--- config.mk ---
export PLATFORM = sky130hd
export DESIGN_NAME = fwp_host
export DESIGN_NICKNAME = d
export VERILOG_FILES = /design/src/shared/fwp_pkg.sv /design/src/shared/fwp_cyc_if.sv /design/src/logic/fwp_cycle.sv /design/src/logic/fwp_host.sv
export SDC_FILE = /design/constraint.sdc
export NUM_CORES = 1
export LEC_CHECK = 0
export ABC_AREA = 1
export BUFFER_PORTS_ARGS = -buffer_cell sky130_fd_sc_hd__clkbuf_2
export CAP_MARGIN = 40
export CORE_MARGIN = 2
export CORE_UTILIZATION = 55
export DETAILED_ROUTE_END_ITERATION = 12
export PLACE_DENSITY = 0.87
export SYNTH_ARGS = -nofsm -noshare
export SYNTH_HDL_FRONTEND = slang
export SYNTH_SLANG_ARGS = --single-unit
--- constraint.sdc ---
create_clock -name mclk_i -period 1.8 [get_ports mclk_i]
set_input_delay 0.36 -clock mclk_i [delete_from_list [all_inputs] [get_ports mclk_i]]
set_output_delay 0.36 -clock mclk_i [all_outputs]
set_load 0.02 [all_outputs]
--- src/shared/fwp_pkg.sv ---
// constants shared by the flash protect/status controller
package fwp_pkg;
  // flash command codes
  localparam logic [7:0] CMD_ERASE_SETUP   = 8'h20;
  localparam logic [7:0] CMD_CHIP_SETUP    = 8'h30;
  localparam logic [7:0] CMD_WRITE_SETUP   = 8'h40;
  localparam logic [7:0] CMD_LOCK_SETUP    = 8'h60;
  localparam logic [7:0] CMD_CONFIRM       = 8'hD0;
  localparam logic [7:0] CMD_LOCK_BLOCK    = 8'h01;
  localparam logic [7:0] CMD_LOCK_PERM     = 8'hF1;
  localparam logic [7:0] CMD_READ_STATUS   = 8'h70;
  localparam logic [7:0] CMD_READ_ARRAY    = 8'hFF;

  // operation_status bit positions
  localparam int SR_READY        = 7;
  localparam int SR_ERASE_SUSP   = 6;
  localparam int SR_ERASE_ERR    = 5;
  localparam int SR_PROG_ERR     = 4;
  localparam int SR_SUPPLY_LOW   = 3;
  localparam int SR_PROG_SUSP    = 2;
  localparam int SR_PROTECT      = 1;
  localparam logic [7:0] SR_VALID_MASK = 8'hFE;

  // software register byte offsets
  localparam logic [7:0] REG_CTRL   = 8'h00;
  localparam logic [7:0] REG_ADDR   = 8'h04;
  localparam logic [7:0] REG_DATA   = 8'h08;
  localparam logic [7:0] REG_PINS   = 8'h0C;
  localparam logic [7:0] REG_STATUS = 8'h10;

  // control register fields
  localparam int CTRL_OP_LSB   = 0;
  localparam int CTRL_AUTO_BIT = 3;
  localparam int CTRL_GO_BIT   = 8;
  // pins register fields and reset values
  localparam int PIN_WP_BIT   = 0;
  localparam int PIN_RST_BIT  = 1;
  localparam int PIN_VPP_BIT  = 2;
  localparam logic [2:0] PINS_RESET = 3'h2;
  // status register fields
  localparam int ST_BUSY_BIT   = 0;
  localparam int ST_DONE_BIT   = 1;
  localparam int ST_RYBY_BIT   = 2;
  localparam int ST_SEQ_BIT    = 3;
  localparam int ST_PROT_BIT   = 4;
  localparam int ST_VPP_BIT    = 5;
  localparam int ST_FAIL_BIT   = 6;
  localparam int ST_SR_LSB     = 8;

  // bus cycle timing in clock cycles (50 MHz)
  localparam int CYC_ADDR   = 2;
  localparam int CYC_STROBE = 4;
  localparam int CYC_HOLD   = 2;

  typedef enum logic [2:0] {
    OP_BLOCK_ERASE,
    OP_CHIP_ERASE,
    OP_WRITE,
    OP_SET_LOCK,
    OP_SET_PERM,
    OP_CLEAR_LOCKS,
    OP_READ_ARRAY,
    OP_READ_STATUS
  } fwp_op_t;
endpackage : fwp_pkg

--- src/shared/fwp_cyc_if.sv ---
// one flash bus cycle request between sequencer and cycle engine
interface fwp_cyc_if #(
  parameter int ADDR_W = 21,
  parameter int DATA_W = 16
);
  logic              req;
  logic              wr;
  logic [ADDR_W-1:0] addr;
  logic [DATA_W-1:0] wdata;
  logic              done;
  logic [DATA_W-1:0] rdata;

  modport seq (output req, output wr, output addr, output wdata,
               input done, input rdata);
  modport eng (input req, input wr, input addr, input wdata,
               output done, output rdata);
endinterface : fwp_cyc_if

--- src/logic/fwp_cycle.sv ---
// drives one asynchronous flash write or read cycle on the pins
module fwp_cycle
  import fwp_pkg::*;
#(
  parameter int ADDR_W = 21,
  parameter int DATA_W = 16
) (
  input  wire logic              mclk_i,
  input  wire logic              rst_i,
  fwp_cyc_if.eng                 cyc,
  output logic [ADDR_W-1:0]      addr_o,
  output logic [DATA_W-1:0]      dq_o,
  output logic                   dq_oe_o,
  input  wire logic [DATA_W-1:0] dq_i,
  output logic                   ce_n_o,
  output logic                   we_n_o,
  output logic                   oe_n_o
);
  import fwp_pkg::*;

  typedef enum logic [1:0] {CY_IDLE, CY_ADDR, CY_STROBE, CY_HOLD} fwp_cy_t;
  fwp_cy_t    state;
  logic [3:0] cnt;
  logic       is_wr;

  always_ff @(posedge mclk_i) begin
    if (rst_i) begin
      state   <= CY_IDLE;
      cnt     <= 4'h0;
      is_wr   <= 1'b0;
      addr_o  <= '0;
      dq_o    <= '0;
      dq_oe_o <= 1'b0;
      ce_n_o  <= 1'b1;
      we_n_o  <= 1'b1;
      oe_n_o  <= 1'b1;
      cyc.done  <= 1'b0;
      cyc.rdata <= '0;
    end else begin
      cyc.done <= 1'b0;
      case (state)
        CY_IDLE: begin
          if (cyc.req) begin
            addr_o  <= cyc.addr;
            dq_o    <= cyc.wdata;
            dq_oe_o <= cyc.wr;
            is_wr   <= cyc.wr;
            ce_n_o  <= 1'b0;
            cnt     <= 4'(CYC_ADDR - 1);
            state   <= CY_ADDR;
          end
        end
        CY_ADDR: begin
          if (cnt == 4'h0) begin
            we_n_o <= ~is_wr;
            oe_n_o <= is_wr;
            cnt    <= 4'(CYC_STROBE - 1);
            state  <= CY_STROBE;
          end else begin
            cnt <= cnt - 4'h1;
          end
        end
        CY_STROBE: begin
          if (cnt == 4'h0) begin
            // data is latched by the device on the rising write strobe
            we_n_o    <= 1'b1;
            oe_n_o    <= 1'b1;
            cyc.rdata <= is_wr ? cyc.rdata : dq_i;
            cnt       <= 4'(CYC_HOLD - 1);
            state     <= CY_HOLD;
          end else begin
            cnt <= cnt - 4'h1;
          end
        end
        CY_HOLD: begin
          if (cnt == 4'h0) begin
            ce_n_o   <= 1'b1;
            dq_oe_o  <= 1'b0;
            cyc.done <= 1'b1;
            state    <= CY_IDLE;
          end else begin
            cnt <= cnt - 4'h1;
          end
        end
        default: state <= CY_IDLE;
      endcase
    end
  end
endmodule : fwp_cycle

--- src/logic/fwp_host.sv ---
// host controller: issues flash command sequences without protect checks, reports status
module fwp_host
  import fwp_pkg::*;
#(
  parameter int ADDR_W = 21,
  parameter int DATA_W = 16
) (
  input  wire logic              mclk_i,
  input  wire logic              rst_i,
  // software port
  input  wire logic [7:0]        sw_addr_i,
  input  wire logic [31:0]       sw_wdata_i,
  input  wire logic              sw_wr_i,
  input  wire logic              sw_rd_i,
  output logic [31:0]            sw_rdata_o,
  // flash pins
  output logic [ADDR_W-1:0]      addr_o,
  output logic [DATA_W-1:0]      dq_o,
  output logic                   dq_oe_o,
  input  wire logic [DATA_W-1:0] dq_i,
  output logic                   ce_n_o,
  output logic                   we_n_o,
  output logic                   oe_n_o,
  output logic                   flash_rst_n_o,
  output logic                   protect_n_o,
  output logic                   supply_en_o,
  input  wire logic              ready_busy_i
);
  import fwp_pkg::*;

  typedef enum logic [2:0] {
    S_IDLE, S_SETUP, S_CONFIRM, S_POLL, S_ARRAY, S_FINISH
  } fwp_state_t;

  fwp_cyc_if #(.ADDR_W(ADDR_W), .DATA_W(DATA_W)) cyc ();

  fwp_cycle #(.ADDR_W(ADDR_W), .DATA_W(DATA_W)) u_cycle (
    .mclk_i  (mclk_i),
    .rst_i   (rst_i),
    .cyc     (cyc),
    .addr_o  (addr_o),
    .dq_o    (dq_o),
    .dq_oe_o (dq_oe_o),
    .dq_i    (dq_i),
    .ce_n_o  (ce_n_o),
    .we_n_o  (we_n_o),
    .oe_n_o  (oe_n_o)
  );

  fwp_state_t        state;
  fwp_op_t           op;
  logic              auto_array;
  logic [ADDR_W-1:0] tgt_addr;
  logic [DATA_W-1:0] tgt_data;
  logic [2:0]        pins;
  logic [7:0]        last_sr;
  logic              done_flag;
  logic              waiting;
  logic              go;
  logic              done_set;

  function automatic logic [7:0] setup_code(input fwp_op_t o);
    case (o)
      OP_BLOCK_ERASE: setup_code = CMD_ERASE_SETUP;
      OP_CHIP_ERASE:  setup_code = CMD_CHIP_SETUP;
      OP_WRITE:       setup_code = CMD_WRITE_SETUP;
      OP_SET_LOCK,
      OP_SET_PERM,
      OP_CLEAR_LOCKS: setup_code = CMD_LOCK_SETUP;
      OP_READ_ARRAY:  setup_code = CMD_READ_ARRAY;
      default:        setup_code = CMD_READ_STATUS;
    endcase
  endfunction : setup_code

  function automatic logic [DATA_W-1:0] cmd_word(input logic [7:0] c);
    cmd_word = {{(DATA_W-8){1'b0}}, c};
  endfunction : cmd_word

  // second cycle: confirm code, or the data itself for a word write
  function automatic logic [DATA_W-1:0] confirm_word(input fwp_op_t o,
                                                     input logic [DATA_W-1:0] d);
    case (o)
      OP_WRITE:    confirm_word = d;
      OP_SET_LOCK: confirm_word = cmd_word(CMD_LOCK_BLOCK);
      OP_SET_PERM: confirm_word = cmd_word(CMD_LOCK_PERM);
      default:     confirm_word = cmd_word(CMD_CONFIRM);
    endcase
  endfunction : confirm_word

  function automatic logic single_cycle(input fwp_op_t o);
    single_cycle = (o == OP_READ_ARRAY) || (o == OP_READ_STATUS);
  endfunction : single_cycle

  // one register strobe aimed at one offset
  function automatic logic reg_hit(input logic       stb,
                                   input logic [7:0] a,
                                   input logic [7:0] r);
    reg_hit = stb && (a == r);
  endfunction : reg_hit

  // a go written while busy is dropped without any indication
  assign go = reg_hit(sw_wr_i, sw_addr_i, REG_CTRL) && sw_wdata_i[CTRL_GO_BIT]
              && (state == S_IDLE);

  // pin levels the device samples when it gates each operation
  always_ff @(posedge mclk_i) begin
    if (rst_i) begin
      pins <= PINS_RESET;
    end else if (reg_hit(sw_wr_i, sw_addr_i, REG_PINS)) begin
      pins <= sw_wdata_i[2:0];
    end
  end

  assign protect_n_o   = pins[PIN_WP_BIT];
  assign flash_rst_n_o = pins[PIN_RST_BIT];
  assign supply_en_o   = pins[PIN_VPP_BIT];

  // operation parameters are captured only while idle
  always_ff @(posedge mclk_i) begin
    if (rst_i) begin
      op         <= OP_READ_ARRAY;
      auto_array <= 1'b1;
      tgt_addr   <= '0;
      tgt_data   <= '0;
    end else begin
      if (reg_hit(sw_wr_i, sw_addr_i, REG_CTRL) && state == S_IDLE) begin
        op         <= fwp_op_t'(sw_wdata_i[CTRL_OP_LSB +: 3]);
        auto_array <= sw_wdata_i[CTRL_AUTO_BIT];
      end
      if (reg_hit(sw_wr_i, sw_addr_i, REG_ADDR) && state == S_IDLE) begin
        tgt_addr <= sw_wdata_i[ADDR_W-1:0];
      end
      if (reg_hit(sw_wr_i, sw_addr_i, REG_DATA) && state == S_IDLE) begin
        tgt_data <= sw_wdata_i[DATA_W-1:0];
      end
    end
  end

  // sequencer; waiting marks a cycle already handed to the engine
  always_ff @(posedge mclk_i) begin
    if (rst_i) begin
      state     <= S_IDLE;
      waiting   <= 1'b0;
      cyc.req   <= 1'b0;
      cyc.wr    <= 1'b0;
      cyc.addr  <= '0;
      cyc.wdata <= '0;
      last_sr   <= 8'h00;
    end else begin
      cyc.req  <= 1'b0;
      case (state)
        S_IDLE: begin
          if (go) begin
            state <= S_SETUP;
          end
        end
        S_SETUP: begin
          if (!waiting) begin
            cyc.req   <= 1'b1;
            cyc.wr    <= 1'b1;
            cyc.addr  <= tgt_addr;
            cyc.wdata <= cmd_word(setup_code(op));
            waiting   <= 1'b1;
          end else if (cyc.done) begin
            waiting <= 1'b0;
            if (op == OP_READ_ARRAY) begin
              state <= S_FINISH;
            end else if (op == OP_READ_STATUS) begin
              state <= S_POLL;
            end else begin
              state <= S_CONFIRM;
            end
          end
        end
        S_CONFIRM: begin
          if (!waiting) begin
            cyc.req   <= 1'b1;
            cyc.wr    <= 1'b1;
            cyc.addr  <= tgt_addr;
            cyc.wdata <= confirm_word(op, tgt_data);
            waiting   <= 1'b1;
          end else if (cyc.done) begin
            waiting <= 1'b0;
            state   <= S_POLL;
          end
        end
        S_POLL: begin
          // after the confirm the device answers every read with its status
          if (!waiting) begin
            cyc.req <= 1'b1;
            cyc.wr  <= 1'b0;
            waiting <= 1'b1;
          end else if (cyc.done) begin
            waiting <= 1'b0;
            if (cyc.rdata[SR_READY]) begin
              last_sr <= cyc.rdata[7:0] & SR_VALID_MASK;
              if (auto_array && !single_cycle(op)) begin
                state <= S_ARRAY;
              end else begin
                state <= S_FINISH;
              end
            end
          end
        end
        S_ARRAY: begin
          if (!waiting) begin
            cyc.req   <= 1'b1;
            cyc.wr    <= 1'b1;
            cyc.wdata <= cmd_word(CMD_READ_ARRAY);
            waiting   <= 1'b1;
          end else if (cyc.done) begin
            waiting <= 1'b0;
            state   <= S_FINISH;
          end
        end
        S_FINISH: begin
          state    <= S_IDLE;
        end
        default: state <= S_IDLE;
      endcase
    end
  end

  // done rises in the very cycle busy falls, so no status read finds the
  // block idle with its done bit still clear
  assign done_set = (state == S_FINISH);

  // completion flag; a new completion wins over a software clear
  always_ff @(posedge mclk_i) begin
    if (rst_i) begin
      done_flag <= 1'b0;
    end else if (done_set) begin
      done_flag <= 1'b1;
    end else if (reg_hit(sw_wr_i, sw_addr_i, REG_STATUS) && sw_wdata_i[ST_DONE_BIT]) begin
      done_flag <= 1'b0;
    end
  end

  // outcome classes decoded from the captured status
  logic seq_err;
  logic prot_err;
  logic vpp_err;
  logic op_fail;
  assign seq_err  = last_sr[SR_ERASE_ERR] && last_sr[SR_PROG_ERR];
  assign prot_err = last_sr[SR_PROTECT];
  assign vpp_err  = last_sr[SR_SUPPLY_LOW];
  assign op_fail  = last_sr[SR_ERASE_ERR] || last_sr[SR_PROG_ERR];

  logic [31:0] status_word;
  always_comb begin
    status_word               = 32'h0000_0000;
    status_word[ST_BUSY_BIT]  = (state != S_IDLE);
    status_word[ST_DONE_BIT]  = done_flag;
    status_word[ST_RYBY_BIT]  = ready_busy_i;
    status_word[ST_SEQ_BIT]   = seq_err;
    status_word[ST_PROT_BIT]  = prot_err;
    status_word[ST_VPP_BIT]   = vpp_err;
    status_word[ST_FAIL_BIT]  = op_fail;
    status_word[ST_SR_LSB +: 8] = last_sr;
  end

  // read data stands in the cycle after the read strobe only
  always_ff @(posedge mclk_i) begin
    if (rst_i) begin
      sw_rdata_o <= 32'h0000_0000;
    end else if (sw_rd_i) begin
      case (sw_addr_i)
        REG_CTRL:   sw_rdata_o <= {28'h000_0000, auto_array, 3'(op)};
        REG_ADDR:   sw_rdata_o <= 32'(tgt_addr);
        REG_DATA:   sw_rdata_o <= 32'(tgt_data);
        REG_PINS:   sw_rdata_o <= 32'(pins);
        REG_STATUS: sw_rdata_o <= status_word;
        default:    sw_rdata_o <= 32'h0000_0000;
      endcase
    end else begin
      sw_rdata_o <= 32'h0000_0000;
    end
  end
endmodule : fwp_host

* Yosys cells after proc, flatten, opt, wreduce, memory -nomap -nowiden
Index checks and enable logic that the tools add are counted.
** Operators by class
- $add $sub $neg :: 1
- Equal/unequal tests :: 39
- Multiplexer cells :: 50
- Bitwise operators :: 5
- Reduce and logical (&&, ||, !) cells :: 45
** Operator list (count)
- $pmux W21 S5 :: 1
- $pmux W16 S3 :: 2
- $mux W16 :: 3
- $pmux W8 S5 :: 1
- $mux W3 :: 11
- $ne A2 B2 Y1 const B :: 12
- $eq A3 B3 Y1 const B :: 6
- $eq A8 B4 Y1 const B :: 2
- $mux W1 :: 16
- $mux W4 :: 4
- $ne A2 B1 Y1 const B :: 8
- $pmux W4 S4 :: 1
- $pmux W3 S5 :: 1
- $logic_and A1 B1 Y1 :: 13
- $eq A3 B2 Y1 const B :: 4
- $reduce_and A3 Y1 :: 4
- $reduce_and A4 Y1 :: 3
- $pmux W1 S2 :: 5
- $reduce_and A10 Y1 :: 1
- $eq A8 B3 Y1 const B :: 1
- $eq A8 B5 Y1 const B :: 1
- $logic_not A8 Y1 :: 1
- $mux W2 :: 4
- $pmux W2 S4 :: 1
- 16 further kinds :: 34
** Word-level totals
- Flip-flop bits (word level) :: 184
- Output and inout port bits :: 76
- Logic and storage cells :: 165

* Depth between registers and ports, before layout
- Depth after elaboration :: 9
- Depth in mapped cells :: 11

* Cells and area by module
From an unflattened synthesis, not the netlist that was laid out.
** Second synthesis, totals
- Cells, all modules :: 973
- Area total of the unflattened synthesis :: 7350.8 sq um
** By module, submodules not included
- fwp_host :: times used 1, cells each 640, area each 4760.8 sq um
- fwp_cycle :: times used 1, cells each 333, area each 2590.0 sq um

* Worst setup path before layout
No wires, ideal clock.
- Path type :: input-to-reg
- Start :: input port sw_addr_i[7]
- End :: register tgt_data[12]
- Data arrival time :: 1.365 ns
- Data required time :: 1.684 ns
- Slack :: 0.320 ns
- Stages on the path :: 9
- Path through :: nor2_1 > nand2_1 > inv_2 > nand2_2 > inv_2 > nand2_4 > buf_2 > o21ai_0 > nor2_1
** Between the ends
- Word-level cells in the longest chain between the ends :: 3
** Ends and longest elaborated chain
- start, declared :: line fwp_host.sv:11 : input wire logic [7:0] sw_addr_i,
- $eq A8 B4 Y1 :: line fwp_host.sv:98 : reg_hit = stb && (a == r);
- $logic_and A1 B1 Y1 :: line fwp_host.sv:98
- $logic_and A1 B1 Y1 :: line fwp_host.sv:133 : if (reg_hit(sw_wr_i, sw_addr_i, REG_DATA) && state == S_IDLE) begin
- end signal, assigned :: line fwp_host.sv:134 : tgt_data <= sw_wdata_i[DATA_W-1:0];
- end, declared :: line fwp_host.sv:54 : logic [DATA_W-1:0] tgt_data;
Every way passes these cells.
A chain may end at the register's enable or synchronous reset.

* Final worst setup path
- Start :: register state[1]
- End :: register cyc.wdata[4]
** Between the ends
- Word-level cells in the longest chain between the ends :: 3
- Elaborated cells between the ends (all ways) :: 9
- Classes of those cells :: 6 x eq/ne; 1 x mux; 2 x reduce/logical
** Ends and longest elaborated chain
- start, declared :: line fwp_host.sv:50 : fwp_state_t state;
- start signal, assigned :: line fwp_host.sv:142 : state <= S_IDLE;
- start signal, assigned :: line fwp_host.sv:154 : state <= S_SETUP;
- start signal, assigned :: line fwp_host.sv:167 : state <= S_FINISH;
- $eq A3 B1 Y1 (tied with other cells) :: line fwp_host.sv:151 : case (state)
- $ne A2 B2 Y1 (no line) or $reduce_bool A3 Y1 (tied branches)
- $reduce_and A4 Y1 (no line)
- end signal, assigned :: line fwp_host.sv:162 : cyc.wdata <= cmd_word(setup_code(op));
- end signal, assigned :: line fwp_host.sv:180 : cyc.wdata <= confirm_word(op, tgt_data);
- end signal, assigned :: line fwp_host.sv:209 : cyc.wdata <= cmd_word(CMD_READ_ARRAY);
- end, declared :: line fwp_cyc_if.sv:9 : logic [DATA_W-1:0] wdata;
Parallel ways exist; a longest one is shown, timed or not.

==> flow_summary.ini <==
[floorplan]
dieArea_um2 = 13400
placement_rows = 40
start_util_pct = 56.9
dieWidth_um = 116
core_area_um2 = 12100
fp.dieH_um = 116
num_io_pins = 137

[sta]
fin_hold_ws_ns = 0.180
finClkSkew_ns = 0.0106
setup_viol = 0
fin_crit_sh_pct = 90.7
fin_crit_ns = 1.63
hold_viol_final = 0
drv_slew = 0
max_freq_ghz = 0.613

[flow_run]
maxCapViolations = 0

[final_layout]
syn2layout_area_growth_pct = 18.0
fin_nets = 1086
diodes = 0
fin_area_um2 = 8130
drive_gt1_share_pct = 17.3

[drt]
drt-initial-drc-count = 739
wl_per_cell_um = 14.0
vias = 6292
drc = 0
dr.pass1.iters = 5
routed_wirelength_mm = 16.8
viasPerCell = 5.24
ant_nets = 0

[clock_network]
post_cts_resized = 0
numClockSinks = 172
hold_buffers = 0
clkTransAtPathRegs_ns = 0.07
h-tree-depth = 4
post_cts_buffers = 0
clock_latency_ns = 0.43
cts_tree = done
cts_inserted_buffers = 17
clockBufferDepth = 2
cts_root_buf = clkbuf_16

[pwr]
cellPowerDensity_nw_per_um2 = 1350
max-vdd-ir-drop_uv = 1200
p_leak_nw = 3.54

[yosys]
synthArstFlopShare_pct = 0
synthCells = 920
synth-edff-count = 0
yosysUniqueCellTypes = 34
ys_warn_count = 0
netlist_area_um2 = 6890
synthFlopType = dfxtp_1
syn_avg_cell_area_um2 = 7.49
ys_seq_area_share_pct = 50.0
synth-seq-cells = 172

[placed_design]
gp_congestion = 0.910
dpl.hpwl_mm = 11.9
placed_cell_area_um2 = 7530
port-buffer-count = 105

[global_routing]
grt_max_degree = 92
grt_pass1_vias = 5704
grt_pass1_wl_mm = 26.9
grt-ovfl-total = 0
antenna_found_initial = 0
grtUsageTotal_pct = 25.7

[worst_setup_path]
max_stage_delay_ns = 0.46
crit_type = reg2reg
required_ns = 2.13
critical_path.cell_chain = nand2_2, nor2_8, inv_2, nand2_1, nand2_1, nand2_2, inv_2, nor2_1, nor2_1
startpoint_type = flip-flop
endpoint_kind = flip-flop
worst_path_max_delay_cell = dfxtp_1
path_max_fanout = 11
critical_path_arrival_ns = 1.96

[hold_path]
hold_path_class = in2reg

[outcome]
status = completed
-- report_power, final --
group,internal (mW),total (mW),switching [mW]
logic,0.858,2.60,1.74
registers,4.41,4.74,0.334
clock network,2.08,3.65,1.57
total,7.35,11.0,3.65
-- path summary, 6_finish.rpt --
kind,startpoint,to,slack (ns),cells after the start
max,state[1],cyc.wdata[4],0.17,9
min,dq_i[6],u_cycle.cyc.rdata[6],0.18,3
max reg2reg,state[1],cyc.wdata[4],0.17,9
min reg2reg,cyc.wdata[11],cyc.wdata[11],0.46,2
-- layout make-up --
| type | instances | area [um2] |
|---|---|---|
| Clock buffer | 19 | 433 |
| Clock inverter | 13 | 154 |
| Fill cell | 1016 | 3980 |
| Inverter | 89 | 337 |
| Multi-Input combinational cell | 620 | 2880 |
| Sequential cell | 172 | 3440 |
| Tap cell | 168 | 210 |
| Timing Repair Buffer | 119 | 668 |
-- registers in the layout, summed over array words and instances, names as in the netlist, 2 cells and up --
register	cells
op	3
cyc.wdata	16
last_sr	7
cyc.addr	21
u_cycle.state	2
sw_rdata_o	21
u_cycle.dq_o	16
state	3
tgt_data	16
pins	3
u_cycle.addr_o	21
u_cycle.cnt	4
tgt_addr	21
u_cycle.cyc.rdata	7
-- cells in the final DEF, fill, tap and decap left out, drive strengths merged, types with 4 or more instances in the layout --
master,n
a21oi,76
a31oi,4
buf,14
clkbuf,124
clkinv,5
conb,11
dfxtp,172
ha,6
inv,94
nand2,131
nand3,42
nor2,189
nor3,8
o211ai,8
o21ai,137
-- synthesized netlist by cell type, drive strengths merged, types with 3 or more instances --
master	n	share of area, %
o21ai	137	9.9
nand2	131	7.7
o22ai	3	0.27
dfxtp	172	50
o211ai	8	0.87
ha	6	1.1
nand3	42	3.1
a31oi	4	0.36
clkbuf	21	1.2
buf	28	2.8
nor3	8	0.74
nor2	189	11
inv	87	4.7
a21oi	76	5.5
-- worst max-delay path: cells and delay by family (launching register included) --
family                 cells  cell delay, ns
flip-flops                 1            0.46
AND/OR/NAND/NOR            7            0.83
buffers and inverters      2            0.23
-- logic make-up (layout without fill, tap and decap cells) --
| group | after synthesis | in the layout | share of synthesized area, % |
|---|---|---|---|
| AND/OR/NAND/NOR | 373 | 373 | 22.9 |
| AO/OA/AOI/OAI | 229 | 229 | 17.1 |
| flip-flops | 172 | 172 | 50.0 |
| buffers and inverters | 138 | 240 | 8.81 |
| adder cells (fa/ha/maj) | 6 | 6 | 1.09 |
| other | 1 | 11 | 0.0544 |
| XOR/XNOR | 1 | 1 | 0.127 |
-- metrics by stage --
stage          setup WS, ns  setup TNS, ns  util (%)  power (mW)  instances
6_report              0.168              0      67.1        11.0       1200
5_1_grt             -0.0599         -0.137      67.1        11.6       1200
4_1_cts               0.147              0      67.1        11.0       1200
3_5_place_dp         0.0898              0      62.2        7.38       1168
3_3_place_gp          0.138              0      62.2        7.29       1168
2_1_floorplan         0.320              0         -        6.72        930
-- layer usage --
layer  track usage (%)  routed length (um)  part of all wire (%)  vias to the layer above
li1                  -                   -                     -                     3149
met1              33.0                7470                    44                     2865
met2              41.9                7860                    47                      237
met3              5.70                1090                   6.5                       41
met4              11.2                 410                   2.4                        0
met5                 0                   0                     0                        -
Power figures use the tool's default switching activity.
